$ cat src/aeo_regs.svh
// Register offsets, field positions, reset values and counts of the event and orientation bank.
`ifndef AEO_REGS_SVH
`define AEO_REGS_SVH

// ==========================================================================
// Register offsets (byte addresses on the device register port)
// ==========================================================================
`define AEO_OFF_EVENT      4'h0
`define AEO_OFF_READY      4'h1
`define AEO_OFF_INSTANT    4'h2
`define AEO_OFF_XHI        4'h3
`define AEO_OFF_XLO        4'h4
`define AEO_OFF_YHI        4'h5

// ==========================================================================
// Field positions and masks
// ==========================================================================
`define AEO_EVENT_MASK     8'hCF
`define AEO_BIT_XY_CHG     3'h6
`define AEO_BIT_Z_CHG      3'h7
`define AEO_BIT_FRESH_ACK  3'h0
`define AEO_BIT_SOFT_RST   3'h4

// ==========================================================================
// Reset values and counts
// ==========================================================================
`define AEO_RST_BYTE       8'h00
`define AEO_RST_ORIENT     4'h0
`define AEO_XY_THRESH_LSB  12'h180
`define AEO_ORIENT_BASE    8'h10

`endif

$ cat src/aeo_pkg.sv
// Types shared by the event and orientation register bank.
package aeo_pkg;

    // ======================================================================
    // Register port request and sensor sample carriers
    // ======================================================================
    typedef struct packed {
        logic        wr;     // One-cycle write strobe.
        logic        rd;     // One-cycle read strobe.
        logic [3:0]  addr;   // Register offset.
        logic [7:0]  wdata;  // Write data.
    } aeo_reg_req_t;

    typedef struct packed {
        logic        valid;  // One-cycle pulse: a new reading is complete.
        logic [11:0] x;      // Two's complement X acceleration.
        logic [11:0] y;      // Two's complement Y acceleration.
        logic [11:0] z;      // Two's complement Z acceleration.
    } aeo_sample_t;

    // Orientation: tilt flag, Z direction and XY plane code.
    typedef struct packed {
        logic        tilt;
        logic        z_neg;
        logic [1:0]  xy;
    } aeo_orient_t;

    // Soft restart sequencer, Gray coded along RUN, HOLD, RELEASE.
    typedef enum logic [1:0] {
        AEO_RUN     = 2'b00,
        AEO_HOLD    = 2'b01,
        AEO_RELEASE = 2'b11
    } aeo_rst_state_t;

    // Complete state of the bank.
    typedef struct packed {
        logic [7:0]     evt_flags;   // Shake and orientation change flags.
        logic [7:0]     evt_ack;     // Self-clearing clear register.
        logic           fresh;       // New sample flag.
        logic           fresh_ack;   // Self-clearing clear bit for it.
        aeo_orient_t    filt;        // Filtered orientation.
        aeo_orient_t    inst;        // Instantaneous orientation.
        aeo_orient_t    pend;        // Candidate orientation being counted.
        logic [7:0]     cnt;         // Consecutive candidate readings.
        logic           calib;       // Calibration loaded, sticky.
        logic [11:0]    x;           // Last X sample.
        logic [11:0]    y;           // Last Y sample.
        logic [2:0]     busy_sync;   // Transfer busy synchroniser.
        logic           busy;        // Filtered transfer busy level.
        aeo_rst_state_t rst_st;      // Soft restart sequencer.
        logic [7:0]     rdata;       // Read data.
        logic           int_act;     // Interrupt request.
    } aeo_state_t;

endpackage

$ cat src/aeo_event_orient_bank.sv
// Event flag, orientation status and X output register bank of the motion sensor.
//
// Function
// - Six byte registers at offsets zero to five of sixteen.
// - Flag and clear registers share offsets zero, one.
// - Events set their flag regardless of enable.
// - Written one clears flag, clear bit self-clears.
// - Written zero leaves the flag untouched.
// - Bits zero to three: shake +X,-X,+Y,-Y.
// - Set shake flag blocks further detections on axis.
// - Bit six XY change, bit seven Z change.
// - Clear bits mirror flag positions; four, five unused.
// - Filtered XY code in bits five and four.
// - XY updates only above magnitude threshold.
// - Z field: tilt upper bit, direction lower bit.
// - Strong tilt reports vertical Z by sign.
// - Tilt holds the XY orientation field.
// - Commit orientation after consecutive identical readings.
// - Count code selects 16, 32, 64, 128 readings.
// - New sample sets ready bit; clear bit zero.
// - Soft restart bit resets all but interface and calibration bit.
// - Soft restart holds while transfer is busy.
// - Offset two shows unfiltered orientation.
// - Calibration loaded bit is sticky.
// - X sample split across offsets three, four.
// - Open-drain interrupt from enabled flag bits.
`timescale 1ns/1ps
`default_nettype none
`include "aeo_regs.svh"

module aeo_event_orient_bank (
    input  wire logic                  i_clk,
    input  wire logic                  i_nrst,
    input  wire aeo_pkg::aeo_reg_req_t i_reg_req,
    output logic [7:0]                 o_reg_rdata,
    input  wire logic [7:0]            i_other_rdata,
    input  wire logic                  i_xfer_busy,
    input  wire aeo_pkg::aeo_sample_t  i_sample,
    input  wire logic [3:0]            i_shake_hit,
    input  wire logic                  i_calib_done,
    input  wire logic [1:0]            i_fsr,
    input  wire logic [1:0]            i_orient_count,
    input  wire logic [7:0]            i_event_enable,
    input  wire logic [2:0]            i_ready_enable,
    output logic [3:0]                 o_shake_armed,
    output logic                       o_soft_restart,
    output logic                       o_int_n_o,
    output logic                       o_int_n_oe
);

    // ======================================================================
    // State and working signals
    // ======================================================================
    aeo_pkg::aeo_state_t  st_reg;      // Registered state.
    aeo_pkg::aeo_state_t  st_next;     // Next state.
    logic                 wr_event;    // Write to offset zero.
    logic                 wr_ready;    // Write to offset one.
    logic [11:0]          mag_x;       // Magnitude of X.
    logic [11:0]          mag_y;       // Magnitude of Y.
    logic [11:0]          mag_big;     // Larger of the two.
    logic [11:0]          xy_thresh;   // Validity threshold at this range.
    logic                 tilt_now;    // Reading lacks XY amplitude.
    logic [1:0]           xy_now;      // XY code of this reading.
    aeo_pkg::aeo_orient_t inst_now;    // Unfiltered orientation.
    aeo_pkg::aeo_orient_t cand;        // Candidate for the filtered value.
    logic [7:0]           target;      // Readings needed to commit.
    logic [3:0]           armed;       // Shake detection enabled per axis.

    // ======================================================================
    // Combinational helpers
    // ======================================================================

    // Both strobes share the offsets of the flag registers.
    assign wr_event  = i_reg_req.wr && (i_reg_req.addr == `AEO_OFF_EVENT);
    assign wr_ready  = i_reg_req.wr && (i_reg_req.addr == `AEO_OFF_READY);
    // Magnitudes; the most negative value maps to 2048 without overflow.
    assign mag_x     = i_sample.x[11] ? 12'(~i_sample.x + 12'h001) : i_sample.x;
    assign mag_y     = i_sample.y[11] ? 12'(~i_sample.y + 12'h001) : i_sample.y;
    assign mag_big   = (mag_x >= mag_y) ? mag_x : mag_y;
    // The threshold is fixed in g, so it halves as the range doubles.
    assign xy_thresh = `AEO_XY_THRESH_LSB >> i_fsr;
    assign tilt_now  = !(mag_big > xy_thresh);
    // Dominant axis and its sign give the plane code.
    assign xy_now    = (mag_x >= mag_y) ? {i_sample.x[11], 1'b0}
                                        : {i_sample.y[11], 1'b1};
    // Readings needed: 16 shifted left by the count code.
    assign target    = 8'(`AEO_ORIENT_BASE << i_orient_count);
    // A flag being cleared this cycle re-arms its axis at once.
    assign armed     = ~st_reg.evt_flags[3:0] | st_reg.evt_ack[3:0];

    // Unfiltered and candidate orientations of the current reading.
    always_comb begin
        inst_now.tilt  = tilt_now;
        inst_now.z_neg = i_sample.z[11];
        inst_now.xy    = tilt_now ? st_reg.inst.xy : xy_now;
        cand           = inst_now;
        cand.xy        = tilt_now ? st_reg.filt.xy : xy_now;
    end

    // ======================================================================
    // Next state
    // ======================================================================

    // All bank behaviour is computed here from the registered state.
    always_comb begin
        st_next = st_reg;

        // Transfer busy passes three flops; a change counts when the last two agree.
        st_next.busy_sync = {st_reg.busy_sync[1:0], i_xfer_busy};
        if (st_reg.busy_sync[1] == st_reg.busy_sync[2]) begin
            st_next.busy = st_reg.busy_sync[2];
        end

        // Clear registers take the written ones and drop them a cycle later.
        st_next.evt_ack   = 8'h00;
        st_next.fresh_ack = 1'b0;
        if (wr_event) begin
            st_next.evt_ack = i_reg_req.wdata & `AEO_EVENT_MASK;
        end
        if (wr_ready) begin
            st_next.fresh_ack = i_reg_req.wdata[`AEO_BIT_FRESH_ACK];
        end

        // Clear first, then set, so an event in the clearing cycle survives.
        st_next.evt_flags      = st_reg.evt_flags & ~st_reg.evt_ack;
        st_next.evt_flags[3:0] = st_next.evt_flags[3:0]
                               | (i_shake_hit & armed);
        st_next.fresh          = (st_reg.fresh & ~st_reg.fresh_ack)
                               | i_sample.valid;

        // Calibration loaded can only ever rise.
        st_next.calib = st_reg.calib | i_calib_done;

        // Each reading updates the outputs and the orientation filter.
        if (i_sample.valid) begin
            st_next.x    = i_sample.x;
            st_next.y    = i_sample.y;
            st_next.inst = inst_now;
            if (cand == st_reg.filt) begin
                // Reading agrees with the committed value: restart counting.
                st_next.cnt = 8'h00;
            end else if ((st_reg.cnt != 8'h00) && (cand == st_reg.pend)) begin
                if (8'(st_reg.cnt + 8'h01) == target) begin
                    // Enough identical readings: commit and flag what moved.
                    st_next.filt = cand;
                    st_next.cnt  = 8'h00;
                    if (cand.xy != st_reg.filt.xy) begin
                        st_next.evt_flags[`AEO_BIT_XY_CHG] = 1'b1;
                    end
                    if ({cand.tilt, cand.z_neg} !=
                        {st_reg.filt.tilt, st_reg.filt.z_neg}) begin
                        st_next.evt_flags[`AEO_BIT_Z_CHG] = 1'b1;
                    end
                end else begin
                    st_next.cnt = 8'(st_reg.cnt + 8'h01);
                end
            end else begin
                // A different new orientation starts a fresh run of one.
                st_next.pend = cand;
                st_next.cnt  = 8'h01;
            end
        end

        // Soft restart sequencer.
        case (st_reg.rst_st)
            aeo_pkg::AEO_RUN: begin
                if (wr_ready && i_reg_req.wdata[`AEO_BIT_SOFT_RST]) begin
                    st_next.rst_st = aeo_pkg::AEO_HOLD;
                end
            end
            aeo_pkg::AEO_HOLD: begin
                // Stay while the requesting transfer is still running.
                if (!st_reg.busy) begin
                    st_next.rst_st = aeo_pkg::AEO_RELEASE;
                end
            end
            aeo_pkg::AEO_RELEASE: begin
                st_next.rst_st = aeo_pkg::AEO_RUN;
            end
            default: begin
                st_next.rst_st = aeo_pkg::AEO_RUN;
            end
        endcase

        // While restarting, bank contents return to power-up values.
        // The register port, busy tracking and calibration flag are kept.
        if (st_next.rst_st != aeo_pkg::AEO_RUN) begin
            st_next.evt_flags = `AEO_RST_BYTE;
            st_next.evt_ack   = `AEO_RST_BYTE;
            st_next.fresh     = 1'b0;
            st_next.fresh_ack = 1'b0;
            st_next.filt      = `AEO_RST_ORIENT;
            st_next.inst      = `AEO_RST_ORIENT;
            st_next.pend      = `AEO_RST_ORIENT;
            st_next.cnt       = 8'h00;
            st_next.x         = 12'h000;
            st_next.y         = 12'h000;
        end

        // Read data is captured on the read strobe.
        if (i_reg_req.rd) begin
            case (i_reg_req.addr)
                `AEO_OFF_EVENT: begin
                    st_next.rdata = st_reg.evt_flags;
                end
                `AEO_OFF_READY: begin
                    st_next.rdata = {st_reg.filt.tilt, st_reg.filt.z_neg,
                                     st_reg.filt.xy, 3'h0, st_reg.fresh};
                end
                `AEO_OFF_INSTANT: begin
                    st_next.rdata = {3'h0, st_reg.calib, st_reg.inst.tilt,
                                     st_reg.inst.z_neg, st_reg.inst.xy};
                end
                `AEO_OFF_XHI: begin
                    st_next.rdata = st_reg.x[11:4];
                end
                `AEO_OFF_XLO: begin
                    st_next.rdata = {st_reg.x[3:0], 4'h0};
                end
                `AEO_OFF_YHI: begin
                    st_next.rdata = st_reg.y[11:4];
                end
                default: begin
                    // Remaining offsets of the sixteen belong to other logic.
                    st_next.rdata = i_other_rdata;
                end
            endcase
        end

        // Interrupt request from enabled flags of the next state.
        st_next.int_act = (|(st_next.evt_flags & i_event_enable))
                        | (|({2'b00, st_next.fresh} & i_ready_enable));
    end

    // ======================================================================
    // State register
    // ======================================================================

    // Single register for the whole state; reset loads constants only.
    always_ff @(posedge i_clk or negedge i_nrst) begin
        if (!i_nrst) begin
            st_reg           <= '0;
            st_reg.rst_st    <= aeo_pkg::AEO_RUN;
            st_reg.filt      <= `AEO_RST_ORIENT;
            st_reg.evt_flags <= `AEO_RST_BYTE;
        end else begin
            st_reg <= st_next;
        end
    end

    // ======================================================================
    // Outputs
    // ======================================================================
    assign o_reg_rdata    = st_reg.rdata;
    assign o_shake_armed  = armed;
    assign o_soft_restart = (st_reg.rst_st != aeo_pkg::AEO_RUN);
    assign o_int_n_o      = 1'b0;
    assign o_int_n_oe     = st_reg.int_act;
endmodule

`default_nettype wire

$ cat config.mk
export PLATFORM = sky130hd
export DESIGN_NAME = aeo_event_orient_bank
export DESIGN_NICKNAME = d
export VERILOG_FILES = /design/src/aeo_pkg.sv /design/src/aeo_event_orient_bank.sv
export VERILOG_INCLUDE_DIRS = /design/src /design/src/src
export SDC_FILE = /design/constraint.sdc
export NUM_CORES = 1
export LEC_CHECK = 0
export ABC_AREA = 0
export BUFFER_PORTS_ARGS = -buffer_cell sky130_fd_sc_hd__buf_2
export CORE_MARGIN = 2
export CORE_UTILIZATION = 50
export DETAILED_ROUTE_END_ITERATION = 10
export HOLD_SLACK_MARGIN = 0.02
export PLACE_DENSITY = 0.71
export RECOVER_POWER = 100
export SYNTH_ARGS = -nofsm -noshare
export SYNTH_HDL_FRONTEND = slang
export SYNTH_SLANG_ARGS = --single-unit
$ cat constraint.sdc
create_clock -name i_clk -period 2.58 [get_ports i_clk]
set_input_delay 0.258 -clock i_clk [delete_from_list [all_inputs] [get_ports i_clk]]
set_output_delay 0.258 -clock i_clk [all_outputs]
set_load 0.02 [all_outputs]
==> Word level (Yosys, flattened, before mapping) <==
Index checks and enable logic that the tools add are counted.
Widths: inputs -> output; s select.
{ "word_totals": {"memories": 0, "reg_bits": 78, "mem_bits_ro": 0, "word_cells": 107, "latchBits": 0, "in_bits": 82, "mem_bits_rw": 0} }
{ "classes": {"n_reduce_logical": 19, "n_mul": 0, "eq_ne": 14, "n_mux": 30, "div_mod_pow": 0, "add_sub_neg": 3, "n_shift": 2, "n_lt_le_gt_ge": 2, "bitwise": 15} }
{ "ops": {"columns": ["op", "count"], "rows": [
  ["$mux 24", 2],
  ["$pmux 8 s6", 1],
  ["$mux 38", 1],
  ["$mux 12", 3],
  ["$mux 8", 4],
  ["$add 12x1->12 const B", 2],
  ["$not 12->12", 2],
  ["$mux 20", 1],
  ["$mux 4", 5],
  ["$mux 2", 9],
  ["$and 8x8->8", 2],
  ["$ge 12x12->1", 1],
  ["$gt 12x12->1", 1],
  ["$reduce_bool 2->1", 6],
  ["$shr 9x2->12 const A", 1],
  ["$add 8x1->8 const B", 1],
  ["$eq 4x2->1 const B", 2],
  ["$eq 4x3->1 const B", 2],
  ["$eq 4x4->1", 2],
  ["$eq 8x8->1", 1],
  ["$not 8->8", 1],
  ["$or 4x4->4", 2],
  ["$reduce_bool 8->1", 1],
  ["$reduce_or 8->1", 1],
  ["22 further kinds", 31]
]} }

==> Depth between registers and ports, before layout <==
{ "logic_depth": {"word_depth": 17, "mapped_depth": 26, "ltp_nobuf": 23} }

==> Least setup slack after synthesis <==
Ideal clock, no wire load.
{ "synth_path": {"kind": "input to register", "start": "input i_sample[15] (netlist name)", "end": "register st_reg[48] (netlist name)", "t_arrival_ns": 5.466, "slack_ns": -2.952, "n_path_buf": 4, "stages": 25, "cell_sequence": "buf_2 or4_4 or3_4 o21ai_0 xor2_1 ha_1 a21o_1 a21o_1 a2111o_1 a41oi_1 buf_2 clkbuf_1 nor2_1 a21oi_1 ha_1 a21o_1 a21o_1 a21o_1 a21oi_1 or2_2 a221oi_2 or3b_1 buf_2 or4_1 nand2_1"} }
{ "synth_via": {"elab_chain_len": 11, "word_cells_on_any_way": 19, "cone_classes": "1 x add/sub; 2 x order compare; 4 x eq/ne; 8 x mux; 1 x bitwise; 3 x reduce/logical"} }
{ "synth_rtl": {"columns": ["element", "line_no", "text"], "rows": [
  ["start: declaration", "aeo_event_orient_bank.sv:38", "input wire aeo_pkg::aeo_sample_t i_sample,"],
  ["$not 12->12", "aeo_event_orient_bank.sv:78", "assign mag_y = i_sample.y[11] ? 12'(~i_sample.y + 12'h001) : i_sample.y;"],
  ["$add 12x1->12", "aeo_event_orient_bank.sv:78", null],
  ["$mux 12 (*)", "aeo_event_orient_bank.sv:78", null],
  ["$ge 12x12->1", "aeo_event_orient_bank.sv:79, aeo_event_orient_bank.sv:84", null],
  ["$mux 12", "aeo_event_orient_bank.sv:79", "assign mag_big = (mag_x >= mag_y) ? mag_x : mag_y;"],
  ["$gt 12x12->1", "aeo_event_orient_bank.sv:82", "assign tilt_now = !(mag_big > xy_thresh);"],
  ["$mux 2 / $logic_not 1->1 (equally long branches)", "aeo_event_orient_bank.sv:97, aeo_event_orient_bank.sv:82", null],
  ["$eq 4x4->1 / $mux 4 (equally long branches)", "aeo_event_orient_bank.sv:142", "end else if ((st_reg.cnt != 8'h00) && (cand == st_reg.pend)) begin"],
  ["$logic_and 1x1->1 / $mux 4 (equally long branches)", "aeo_event_orient_bank.sv:142, aeo_event_orient_bank.sv:139", null],
  ["$ne 2x1->1 (no line) / $mux 20 (equally long branches)", null, null],
  ["$reduce_and 3->1 (no line) / $mux 38 (equally long branches)", null, null],
  ["end signal: assignment", "aeo_event_orient_bank.sv:247", "st_reg <= st_next;"],
  ["end: declaration", "aeo_event_orient_bank.sv:54", "aeo_pkg::aeo_state_t st_reg;"]
]} }
Every way passes the cells marked *; elsewhere a longest branch is shown, timed or not. The select of a mux whose other input is x is not followed.
A chain may end at the register's enable or synchronous reset.

==> Worst setup path in the final report <==
{ "layout_path": {"start": "input i_sample[18] (netlist name)", "end": "register st_reg[48] (netlist name)"} }
Same word-level chain as after synthesis.

==> flow_summary.toml <==
[floorplan]
die_y_um = 103
fp.dieW_um = 103
design.portCount = 97
rows = 36
fp.dieArea_mm2 = 0.0107
core_area_mm2 = 0.00968
initial_core_util = 0.509

[worst_setup_path]
regToRegEndpoint = "st_reg[45]"
r2r_setup_slack_ps = -210
crit_path_end = "st_reg[48]"
worst_reg2reg_startpoint = "st_reg[41]"
r2r_cells = 9
crit_path_end_kind = "register"
worst_ep_arrival_time_ps = 5130
crit_path_start_kind = "input pin"
critical_path.startpoint = "i_sample[18]"
crit_path_kind = "in2reg"
critPathMaxFanout = 5
cp_data_required_time_ps = 2870

[logic_synthesis]
synth_top_area_frac = 0.365
post_synth_main_area_contributors = "dfrtp_1 (37%), mux2i_1 (6.3%), ha_1 (5.8%)"
synthesis.area_mm2 = 0.00493
netlist-cell-type-count = 67
synth_sequential_area_ratio = 0.365
synth-async-reset-ratio = 1.00
postSynthNetCount = 652
share_of_synthesized_cell_area_in_full_adder_half_adder_and_majority_cells = 0.0604
synthCells = 547
muxShareOfSynthArea = 0.0789
ys_ff_latch = 72
synth-compound-area-share = 0.183
syn-mean-instance-area_um2 = 9.01
largest_family_of_logic_cells_by_synthesized_area = "simple AND/OR/NAND/NOR gates"
synth_simple_gate_area_share = 0.195
synth_enable_flop_cells = 0
synth-warning-count = 0
synthXorXnorAreaFrac = 0.0604
synthFlopType = "dfrtp_1"
netlist.top_cell.by_area = "dfrtp_1"

[final_layout]
layout_commonest_cell = "buf_4"
largest_register_ff_count = 61
fin_nets = 808
final_cell_mix = "buf_4 (84), dfrtp_1 (72), buf_2 (63), nor2_1 (56), nand2_1 (31)"
drive_above_1_share = 0.345
postLayoutCoreUtil = 0.686
num_antenna_cells = 0
flow.area_growth_from_synthesis_pct = 34.7
finish.cell_count_without_fillers = 840

[global_routing]
antenna_violations_before_repair = 0
first_global_vias = 4528
grt_overflow_total = 0
grt_max_degree = 29
grtUsageTotal = 0.273
grt_first_pass_wirelength_um = 22400

[drt]
drt-pass1-iter-count = 7
post_drt_via_cell_ratio = 5.70
drt-total-wl_um = 14400
detail-route-antenna-nets = 0
num_vias = 4790
first_iter_violations = 435
detail_route.drc_violations = 0
routed_wire_length_per_instance_um = 17.2

[timing]
min_period_ps = 4840
tns_ps = -47860
clock-skew-final_ps = 7.51
worst-slew-pin-transition_ps = 1390
timing.final.hold_violations = 0
timing.final.crit_share = 1.88
slew_viol_final = 0
rsz0062_at_grt = "yes"
postLayoutSetupSlackWorst_ps = -2260
timing.fmax_ghz = 0.207
setup_viol_count_final = 22
relSlewSlack = 0.0708

[run_status]
outcome = "finished, violations left"
violated_checks = "negative setup slack"

[power_and_ir_drop]
irDropWorstVdd_mv = 0.514
clockPowerShare = 0.205
p_total_mw = 4.24
internal-power_mw = 2.61
p_leak_nw = 3.09
power.switching_fraction = 0.385
seq_power_share = 0.370
pwrdens_mw_per_mm2 = 638
switchingPower_mw = 1.63
p_comb_frac = 0.425

[clocking]
clock_sinks = 72
numCtsBuffers = 9
max_h_tree_level = 3
cts.clk_slew.worst_paths_ps = 70
tritoncts_clock_tree = "built"
clk-insertion-delay-late_ps = 360
clock_tree.root_cell = "clkbuf_8"
clk_path_buf_depth = 2

[worst_hold_path]
tightest_hold_check_type = "in2reg"
worst_hold_path_stage_count = 2

[placement]
io_buffers = 81
place.detailed.hpwl_um = 10200
finalWeightedCongestion = 0.909
post-place-cells = 805

[flow_run]
cap_viol_max_count = 0
-- worst min path at each step --
stage,startpoint,endpoint,slack [ps]
2_1_floorplan,i_nrst,o_int_n_oe,-40
3_3_place_gp,i_nrst,st_next[13],290
3_5_place_dp,i_nrst,st_next[13],290
4_1_cts,i_calib_done,st_reg[39],80
5_1_grt,i_calib_done,st_reg[39],90
6_report,i_calib_done,st_reg[39],90
-- cell families (layout without fill, tap and decap cells) --
group,after synthesis,count (layout)
AND/OR/NAND/NOR,188,188
AO/OA/AOI/OAI,127,127
flip-flops,72,72
buffers and inverters,63,223
multiplexers,38,38
XOR/XNOR,34,34
adder cells (fa/ha/maj),24,24
other,1,1
-- worst max-delay path, stage by stage --
cell      delay, ps
buf_6            90
or4_4           530
or3_4           420
o21ai_2         130
xor2_1          180
ha_1            260
a21o_1          160
a21o_1          140
a2111o_1        370
a41oi_2         210
buf_6           170
buf_6           110
nor2_2           40
a21oi_2         110
ha_1            260
nand2_2          90
nor2_4           50
o311ai_2         90
o31ai_2         140
mux2_4          320
buf_6           140
nor3_2          150
a21oi_1         100
or4_4           500
nand2_1         100
-- layer usage --
metal	GRT usage	vias to the layer above	share of wire
met4	0.0800	0	0.025
li1	-	2271	-
met1	0.373	2276	0.42
met5	0	-	0
met3	0.0417	31	0.066
met2	0.452	212	0.49
-- final cells by class --
| type | instances | area, µm² |
|---|---|---|
| multi-input combinational | 412 | 3190 |
| fill | 766 | 3040 |
| sequential | 72 | 1800 |
| timing repair buffer | 185 | 1210 |
| tap | 133 | 166 |
| clock buffer | 9 | 124 |
| inverter | 23 | 86.3 |
| clock inverter | 6 | 61.3 |
-- power groups by stage --
| stage | clock network [mW] | logic, mW | registers (mW) |
|---|---|---|---|
| global placement | 0 | 1.45 | 1.57 |
| detailed placement | 0 | 1.50 | 1.57 |
| CTS | 0.881 | 1.69 | 1.56 |
| floorplan | 0 | 1.02 | 1.51 |
| finish | 0.869 | 1.80 | 1.57 |
| global route | 0.923 | 1.94 | 1.59 |
-- synthesized netlist by cell type (all sizes together) (10+ instances only) --
master  number
dfrtp       72
buf         21
a21oi       30
o21ai       18
xnor2       16
mux2i       31
clkbuf      19
or3         10
nand3       10
a22o        10
ha          23
nand2       34
nor3        11
nand2b      10
inv         23
xor2        18
nor2        65
-- metrics by stage --
step	area, µm²	setup slack [ps]	hold slack, ps
2_1_floorplan	5030	-2650	-37.6
3_3_place_gp	6010	-2560	291
3_5_place_dp	6010	-2710	288
4_1_cts	6540	-2170	78.4
5_1_grt	6640	-2430	89.4
6_report	6640	-2260	87.9
-- timing repair --
item,in CTS,in global routing
hold buffers,2,0
hold endpoints to repair,27,0
resized for setup,44,23
setup buffers,12,5
pin swaps,25,23
endpoints found under the setup margin,22,22
cloned,1,0
Note: power is estimated with default switching activity, not from simulation.
